==> src/shared/nco_defs.svh <==
// constants shared by both ends of the nco serial control link
`ifndef NCO_DEFS_SVH
`define NCO_DEFS_SVH
`define NCO_WORD_BITS     16
`define NCO_CMD_HI        15
`define NCO_CMD_LO        14
`define NCO_CMD_CTRL      2'h0
`define NCO_CMD_TUNE_A    2'h1
`define NCO_CMD_TUNE_B    2'h2
`define NCO_CMD_PHASE     2'h3
`define NCO_PH_SEL_BIT    13
`define NCO_PH_MSB        11
`define NCO_TW_MSB        13
`define NCO_CT_B28        13
`define NCO_CT_HLB        12
`define NCO_CT_FSEL       11
`define NCO_CT_PSEL       10
`define NCO_CT_RESET      8
`define NCO_CT_HALT       7
`define NCO_CT_PDN        6
`define NCO_CT_MSBOUT     5
`define NCO_CT_FULLRATE   3
`define NCO_CT_RAMP       1
`define NCO_RUN_LATENCY   3'h7
`define NCO_CTRL_RESET    16'h0100
`define NCO_ACC_BITS      28
`define NCO_DAC_BITS      10
`endif

==> src/shared/nco_pkg.sv <==
// types shared by both ends of the nco serial control link
package nco_pkg;
    typedef enum logic [1:0] {
        NCO_OUT_SINE,
        NCO_OUT_RAMP,
        NCO_OUT_MSB_HALF,
        NCO_OUT_MSB
    } nco_out_t;
    typedef enum logic [1:0] {
        NCO_HS_IDLE,
        NCO_HS_SETUP,
        NCO_HS_SHIFT,
        NCO_HS_DONE
    } nco_hs_t;
endpackage : nco_pkg

==> src/shared/nco_link_if.sv <==
// three-wire serial link between host and nco device
`timescale 1ns/10ps
interface nco_link_if;
    logic serial_clock;
    logic frame_strobe_n;
    logic serial_input_line;
    modport host (
        output serial_clock,
        output frame_strobe_n,
        output serial_input_line
    );
    modport device (
        input serial_clock,
        input frame_strobe_n,
        input serial_input_line
    );
endinterface : nco_link_if

==> src/design/nco_device.sv <==
// device end: serial decode, register file, accumulator and output select
// How it works
// - top bits 11 mean phase write
// - bit 13 picks offset, low 12 data
// - reset bit clears accumulator, midscale out
// - reset bit keeps control, tuning and phase registers
// - output resumes seven clocks after release
// - host sets reset then clears it
// - power-down bits: none, dac, clock, both
// - clock halt freezes accumulator and output
// - writes still accepted during halt
// - clearing halt resumes with new values
// - bit 5 sends msb square wave
// - bit 3: msb full or halved
// - bits 1,5 zero give sine
// - bit 1 alone gives ramp
// - host keeps dac powered for waveforms
// - select bit picks tuning word
// - serial clock taken from outside
// - serial clock may idle either level
// - strobe low across whole word
// - data sampled on serial falling edge
// - words travel msb first
// - 00 control, 01 tune a, 10 tune b
`timescale 1ns/10ps
`include "nco_defs.svh"
module nco_device #(
    parameter int ACC_W = `NCO_ACC_BITS,
    parameter int DAC_W = `NCO_DAC_BITS
) (
    // clock and reset
    input  wire logic             clock,
    input  wire logic             sys_rst,
    // link
    nco_link_if.device            link,
    // converter and pin
    output logic [DAC_W-1:0]      dac_code,
    output logic                  converter_powerdown_bit,
    output logic                  clock_halt_bit,
    output logic                  analog_output_pin,
    output logic                  msb_output_enable
);
    typedef struct packed {
        logic [2:0]       sck_s;
        logic [1:0]       fs_s;
        logic [1:0]       sd_s;
        logic [4:0]       cnt;
        logic [15:0]      shreg;
        logic [15:0]      ctrl;
        logic [ACC_W-1:0] tuning_word_a;
        logic [ACC_W-1:0] tuning_word_b;
        logic [11:0]      phase_offset_a;
        logic [11:0]      phase_offset_b;
        logic [ACC_W-1:0] acc;
        logic [2:0]       run_cnt;
        logic [DAC_W-1:0] dac;
        logic             msb_full_rate_select;
        logic             pin;
    } nco_dev_t;
    nco_dev_t q, d;

    logic [11:0]      phase;
    logic [DAC_W-1:0] sine_code;
    logic [DAC_W-1:0] ramp_code;
    logic [15:0]      w;
    logic             fall;
    logic [13:0]      fld;
    logic [ACC_W-1:0] tw;
    nco_pkg::nco_out_t mode;

    // ==================================
    // coarse sine: folded parabola, no rom needed
    function automatic logic [DAC_W-1:0] nco_sine(input logic [11:0] p);
        logic [9:0]  x;
        logic [19:0] sq;
        logic [9:0]  mag;
        // distance from the crest, so each half starts near zero
        x   = p[10] ? p[9:0] : ~p[9:0];
        sq  = 20'(x) * 20'(x);
        mag = 10'h3FF - sq[19:10];
        // lower half stays below midscale, keeping the msb a clean square
        nco_sine = p[11] ? (10'h1FF - {1'b0, mag[9:1]})
                         : (10'h200 + {1'b0, mag[9:1]});
    endfunction : nco_sine

    always_comb begin
        d = q;
        // only edges matter, idle level free
        d.sck_s = {q.sck_s[1:0], link.serial_clock};
        d.fs_s  = {q.fs_s[0], link.frame_strobe_n};
        d.sd_s  = {q.sd_s[0], link.serial_input_line};
        fall = q.sck_s[2] & ~q.sck_s[1];
        w    = {q.shreg[14:0], q.sd_s[1]};
        fld  = w[`NCO_TW_MSB:0];
        if (q.fs_s[1]) begin
            d.cnt = 5'h0;
        end else if (fall && q.cnt < 5'(`NCO_WORD_BITS)) begin
            d.shreg = w;
            d.cnt   = q.cnt + 5'h1;
            if (q.cnt == 5'(`NCO_WORD_BITS - 1)) begin
                case (w[`NCO_CMD_HI:`NCO_CMD_LO])
                    `NCO_CMD_CTRL: d.ctrl = w;
                    `NCO_CMD_TUNE_A, `NCO_CMD_TUNE_B: begin
                        tw = (w[`NCO_CMD_HI:`NCO_CMD_LO] == `NCO_CMD_TUNE_A)
                           ? q.tuning_word_a : q.tuning_word_b;
                        // 28-bit mode follows the half-select bit too
                        if (q.ctrl[`NCO_CT_HLB])
                            tw = {fld, tw[13:0]};
                        else
                            tw = {tw[27:14], fld};
                        if (w[`NCO_CMD_HI:`NCO_CMD_LO] == `NCO_CMD_TUNE_A)
                            d.tuning_word_a = tw;
                        else
                            d.tuning_word_b = tw;
                    end
                    default: begin
                        // bit 13 selects a or b
                        if (w[`NCO_PH_SEL_BIT])
                            d.phase_offset_b = w[`NCO_PH_MSB:0];
                        else
                            d.phase_offset_a = w[`NCO_PH_MSB:0];
                    end
                endcase
            end
        end
        // ==================================
        // accumulator path
        // select bit picks tuning word
        tw = q.ctrl[`NCO_CT_FSEL] ? q.tuning_word_b : q.tuning_word_a;
        phase = q.acc[ACC_W-1 -: 12] + (q.ctrl[`NCO_CT_PSEL]
              ? q.phase_offset_b : q.phase_offset_a);
        sine_code = nco_sine(phase);
        ramp_code = phase[11] ? ~phase[10:1] : phase[10:1];
        // output select
        // bit 5 gives msb square
        // bit 3 full rate or halved
        if (q.ctrl[`NCO_CT_MSBOUT])
            mode = q.ctrl[`NCO_CT_FULLRATE] ? nco_pkg::NCO_OUT_MSB
                                            : nco_pkg::NCO_OUT_MSB_HALF;
        else if (q.ctrl[`NCO_CT_RAMP])
            mode = nco_pkg::NCO_OUT_RAMP;
        else
            mode = nco_pkg::NCO_OUT_SINE;
        if (q.ctrl[`NCO_CT_RESET]) begin
            d.acc     = '0;
            d.dac     = 10'h200;
            d.msb_full_rate_select    = 1'b0;
            d.run_cnt = 3'h0;
        end else if (!q.ctrl[`NCO_CT_HALT]) begin
            d.acc = q.acc + tw;
            // wave seen seven clocks after release
            if (q.run_cnt != `NCO_RUN_LATENCY - 3'h1)
                d.run_cnt = q.run_cnt + 3'h1;
            else
                d.dac = (mode == nco_pkg::NCO_OUT_RAMP) ? ramp_code
                                                          : sine_code;
            if (d.dac[DAC_W-1] & ~q.dac[DAC_W-1])
                d.msb_full_rate_select = ~q.msb_full_rate_select;
        end
        case (mode)
            nco_pkg::NCO_OUT_MSB:      d.pin = q.dac[DAC_W-1];
            nco_pkg::NCO_OUT_MSB_HALF: d.pin = q.msb_full_rate_select;
            default:                   d.pin = 1'b0;
        endcase
    end

    always_ff @(posedge clock or posedge sys_rst) begin
        if (sys_rst) begin
            q      <= '0;
            q.ctrl <= `NCO_CTRL_RESET;
            q.dac  <= 10'h200;
            q.fs_s <= 2'h3;
        end else begin
            q <= d;
        end
    end

    assign converter_powerdown_bit = q.ctrl[`NCO_CT_PDN];
    assign clock_halt_bit          = q.ctrl[`NCO_CT_HALT];
    assign msb_output_enable       = q.ctrl[`NCO_CT_MSBOUT];
    assign dac_code                = q.dac;
    assign analog_output_pin       = q.pin;
endmodule : nco_device

==> src/flat_wrapper.sv <==
// flat-port wrapper written by rule: the top's interface ports become plain ports
module nco_device_flat 
#(
    parameter int ACC_W = `NCO_ACC_BITS,
    parameter int DAC_W = `NCO_DAC_BITS
)
  (clock, sys_rst, dac_code, converter_powerdown_bit, clock_halt_bit, analog_output_pin, msb_output_enable, link_serial_clock, link_frame_strobe_n, link_serial_input_line);
  nco_link_if link_i ();
  input  wire logic clock;
  input  wire logic sys_rst;
  output logic [DAC_W-1:0] dac_code;
  output logic converter_powerdown_bit;
  output logic clock_halt_bit;
  output logic analog_output_pin;
  output logic msb_output_enable;
  input wire logic [$bits(link_i.serial_clock)-1:0] link_serial_clock;
  input wire logic [$bits(link_i.frame_strobe_n)-1:0] link_frame_strobe_n;
  input wire logic [$bits(link_i.serial_input_line)-1:0] link_serial_input_line;
  assign link_i.serial_clock = link_serial_clock;
  assign link_i.frame_strobe_n = link_frame_strobe_n;
  assign link_i.serial_input_line = link_serial_input_line;
  nco_device #(.ACC_W(ACC_W), .DAC_W(DAC_W)) u_core (.clock(clock), .sys_rst(sys_rst), .link(link_i), .dac_code(dac_code), .converter_powerdown_bit(converter_powerdown_bit), .clock_halt_bit(clock_halt_bit), .analog_output_pin(analog_output_pin), .msb_output_enable(msb_output_enable));
endmodule
==> config.mk <==
export PLATFORM = sky130hd
export DESIGN_NAME = nco_device_flat
export DESIGN_NICKNAME = d
export VERILOG_FILES = /design/src/shared/nco_pkg.sv /design/src/shared/nco_link_if.sv /design/src/design/nco_device.sv /design/src/flat_wrapper.sv
export VERILOG_INCLUDE_DIRS = /design/src /design/src/shared
export SDC_FILE = /design/constraint.sdc
export NUM_CORES = 1
export LEC_CHECK = 0
export BUFFER_PORTS_ARGS = -buffer_cell sky130_fd_sc_hd__buf_2
export CELL_PAD_IN_SITES_DETAIL_PLACEMENT = 1
export CELL_PAD_IN_SITES_GLOBAL_PLACEMENT = 1
export CORE_ASPECT_RATIO = 1.1
export CORE_MARGIN = 2
export CORE_UTILIZATION = 52
export CTS_CLUSTER_SIZE = 24
export DETAILED_ROUTE_END_ITERATION = 6
export HOLD_SLACK_MARGIN = 0.12
export PLACE_DENSITY_LB_ADDON = 0.25
export SYNTH_ARGS = -nofsm -noshare
export SYNTH_HDL_FRONTEND = slang
export SYNTH_SLANG_ARGS = --single-unit
export TNS_END_PERCENT = 10
==> constraint.sdc <==
create_clock -name clock -period 9.65 [get_ports clock]
set_input_delay 0.965 -clock clock [delete_from_list [all_inputs] [get_ports clock]]
set_output_delay 0.965 -clock clock [all_outputs]
set_load 0.005 [all_outputs]
==> run metrics <==
Synth Net Count 1267; FMAX 112.4 MHz; CP peak stage delay approximately 680 ps; Worst Path Arrival 9240 ps; WL/cell 20.94 um; worst r2r path cells 29; dpl ws 803.6 ps; Power Density roughly 120 nW/um^2; vias in the first global route about 9000; Top-Level Pins 19; Chip Height approximately 160 um; area of the mapped netlist between 10000 and 15000 um^2; slew margin rel. 0.3856; worst skew pair latency 440 ps; worst r2r dst u_core.dac_code[8]; Clock Skew 14.41 ps; main flop type after synthesis dfrtp_1; Max Cap Viol 0; Global Route Usage Sum 0.2687; Worst-Margin Slew 915.0 ps; Final Slew Violations 0; RSZ-0062 raised after global routing false; Clock Sinks about 160; DR iter-0 viols 355; CP max-delay cell dfrtp_1; worst hold start u_core.d[161]; Setup Fix Bufs, Post-CTS 0; H-Tree Depth 4; drt pass-1 iters 4; DRT Wirelength roughly 30 mm; Post-layout nets 1264; Final WS setup ~760 ps; layout cells sized above 1 0.2030; Cell Rows between 50 and 60; largest net degree at the start of global routing 89; final setup fails 0; cts repair resizes 0; post-synthesis register bit count 159; ANT cells 0; CTS tree yes; crit path capture type flip-flop; status completed; Clock Tree Root clkbuf_16; Min-Delay Endpoint u_core.fld[0]; final hold violation count 0; crit share post-route 0.9217; Core ar. 21890 um^2; FF-to-FF Start u_core.q[133]; Buffers on Ports 18; first-pass GRT wire length 49.38 mm; antenna violations before repair 0; Final min period just under 9000 ps; number of synthesized flops with an enable pin 0; Horiz. Die Dim 145.9 um; Worst EP required 10000 ps; Hold Path Class flip-flop to flip-flop; flop-to-flop setup slack 760 ps; hold_buf cts 0; via/cell ratio 5.838; detailed placement HPWL 21.49 mm; total gr overflow 0; Area growth, synth to finish 8.343%; Yosys warning count 0; Async SR Flop Fraction 1.000; vias 8336; DRC 0; Worst-path clk slew roughly 70 ps; die area about 23000 um^2; TritonCTS buffer count 17; Avg Inst Size Synth 10.26 um^2; Initial Util 0.5261; CP Max Fanout 13; Max Root-Sink Buffers 2; Synth Instances 1123; sequential share of the synthesized area 0.3459; Post-DRT Antenna Nets 0; setup TNS 0 ps; Peak VDD IR approximately 120 uV; Setup crit start kind flip-flop; GPL Wtd Cong 0.8380; P_leak between 6 and 7 nW; cell repeated most along the worst path fa_1; critical path class flip-flop to flip-flop; Hold Path Stages 0; Synth cell types 77
## where the power goes
group | switching, mW | internal (mW) | total [mW] | leakage, nW
combinational | 0.0210 | 0.0157 | 0.0367 | 3.78
sequential | 0.0491 | 0.683 | 0.732 | 2.17
clock | 0.321 | 0.421 | 0.742 | 0.309
total | 0.391 | 1.12 | 1.51 | 6.26
## metal layers
metal  routed length [um]  GRT usage  vias up
li1                     -          -     3896
met3                  543    0.03314       69
met4                 1314     0.1306        0
met2                15750     0.4886      121
met1                12290     0.3130     4250
met5                    0          0        -
## cell usage after synthesis (13+ instances only)
cell type	count	share of area
o21a_1	15	0.0098
mux2_2	142	0.14
a21o_1	22	0.014
xnor2_1	43	0.033
nand2_1	88	0.029
nor2_1	66	0.022
a21oi_1	59	0.026
dfrtp_1	155	0.34
nand3_1	21	0.0091
clkbuf_1	27	0.0088
fa_1	48	0.083
inv_1	99	0.032
xor2_1	13	0.0099
o21ai_0	43	0.019
ha_1	91	0.099
nor3_1	13	0.0056
## worst max-delay path by stage
| stage | startpoint | to | slack, ps | depth (start not counted) |
|---|---|---|---|---|
| after floorplan | u_core.q[133] | u_core.dac_code[8] | 1700 | 30 |
| after global placement | u_core.q[133] | u_core.dac_code[8] | 1030 | 29 |
| after detailed placement | u_core.q[133] | u_core.dac_code[8] | 800 | 29 |
| after CTS | u_core.q[133] | u_core.dac_code[8] | 790 | 29 |
| after global routing | u_core.q[133] | u_core.dac_code[8] | 300 | 29 |
| final | u_core.q[133] | u_core.dac_code[8] | 760 | 29 |
## per-stage QoR
step             util  hold WS (ps)  area [um^2]  std cells  total power [mW]
2_1_floorplan       -         331.2        11520       1123            0.7452
3_3_place_gp   0.5408         331.4        11840       1396            0.7727
3_5_place_dp   0.5408         336.2        11840       1396            0.7786
4_1_cts        0.5700         353.7        12480       1428             1.523
5_1_grt        0.5700         360.5        12480       1428             1.558
6_report       0.5700         351.1        12480       1428             1.511
## critical path: cells and delay by family (launching register included)
| kind | cells | cell delay, ps |
|---|---|---|
| adder cells (fa/ha/maj) | 8 | 3570 |
| AO/OA/AOI/OAI | 11 | 2250 |
| AND/OR/NAND/NOR | 5 | 1350 |
| flip-flops | 1 | 680 |
| XOR/XNOR | 1 | 420 |
| multiplexers | 1 | 400 |
| buffers and inverters | 3 | 160 |
## sequential cells by signal (all words and copies together), names as in the netlist
| signal | cells |
|---|---|
| u_core.q | 127 |
| u_core.fld | 14 |
| u_core.dac_code | 10 |
| u_core.d | 4 |
| u_core.analog_output_pin | 1 |
| u_core.clock_halt_bit | 1 |
| u_core.converter_powerdown_bit | 1 |
| u_core.msb_output_enable | 1 |
## cells in the final DEF, fill, tap and decap left out, drive strengths merged, types with 4 or more instances in the layout
cell / netlist / routed
nand2: 88 / 88
a211o: 6 / 6
nor2: 66 / 66
nand3: 21 / 21
nor3b: 5 / 5
and3: 8 / 8
clkbuf: 27 / 17
nor2b: 7 / 7
o211ai: 6 / 6
xnor2: 43 / 43
mux2i: 12 / 12
nor4: 4 / 4
a21o: 22 / 22
nand4: 7 / 7
buf: 23 / 28
nand2b: 9 / 9
and2: 8 / 8
o21bai: 9 / 9
a21oi: 61 / 61
xor2: 13 / 13
fa: 48 / 48
a211oi: 11 / 11
inv: 101 / 109
dfstp: 4 / 4
nor3: 13 / 13
ha: 91 / 91
o21ai: 44 / 44
o21a: 15 / 15
dfrtp: 155 / 155
mux2: 143 / 143
## area by class of cell
class	count	area, um^2
Inverter	101	384.1
Tap cell	295	369.1
Fill cell	2436	9415
Multi-Input combinational cell	813	6938
Clock buffer	17	425.4
Clock inverter	15	214.0
Timing Repair Buffer	28	165.2
Sequential cell	159	3984
## cell families (layout without fill, tap and decap cells)
family | count (synthesis) | after routing | synth area share
buf+inv | 151 | 161 | 0.05355
compound gates | 211 | 211 | 0.1223
xor+xnor | 56 | 56 | 0.04258
fa+ha+maj | 139 | 139 | 0.1823
flops | 159 | 159 | 0.3459
simple gates | 252 | 252 | 0.1029
mux | 155 | 155 | 0.1506
Note: power is estimated with default switching activity, not from simulation.
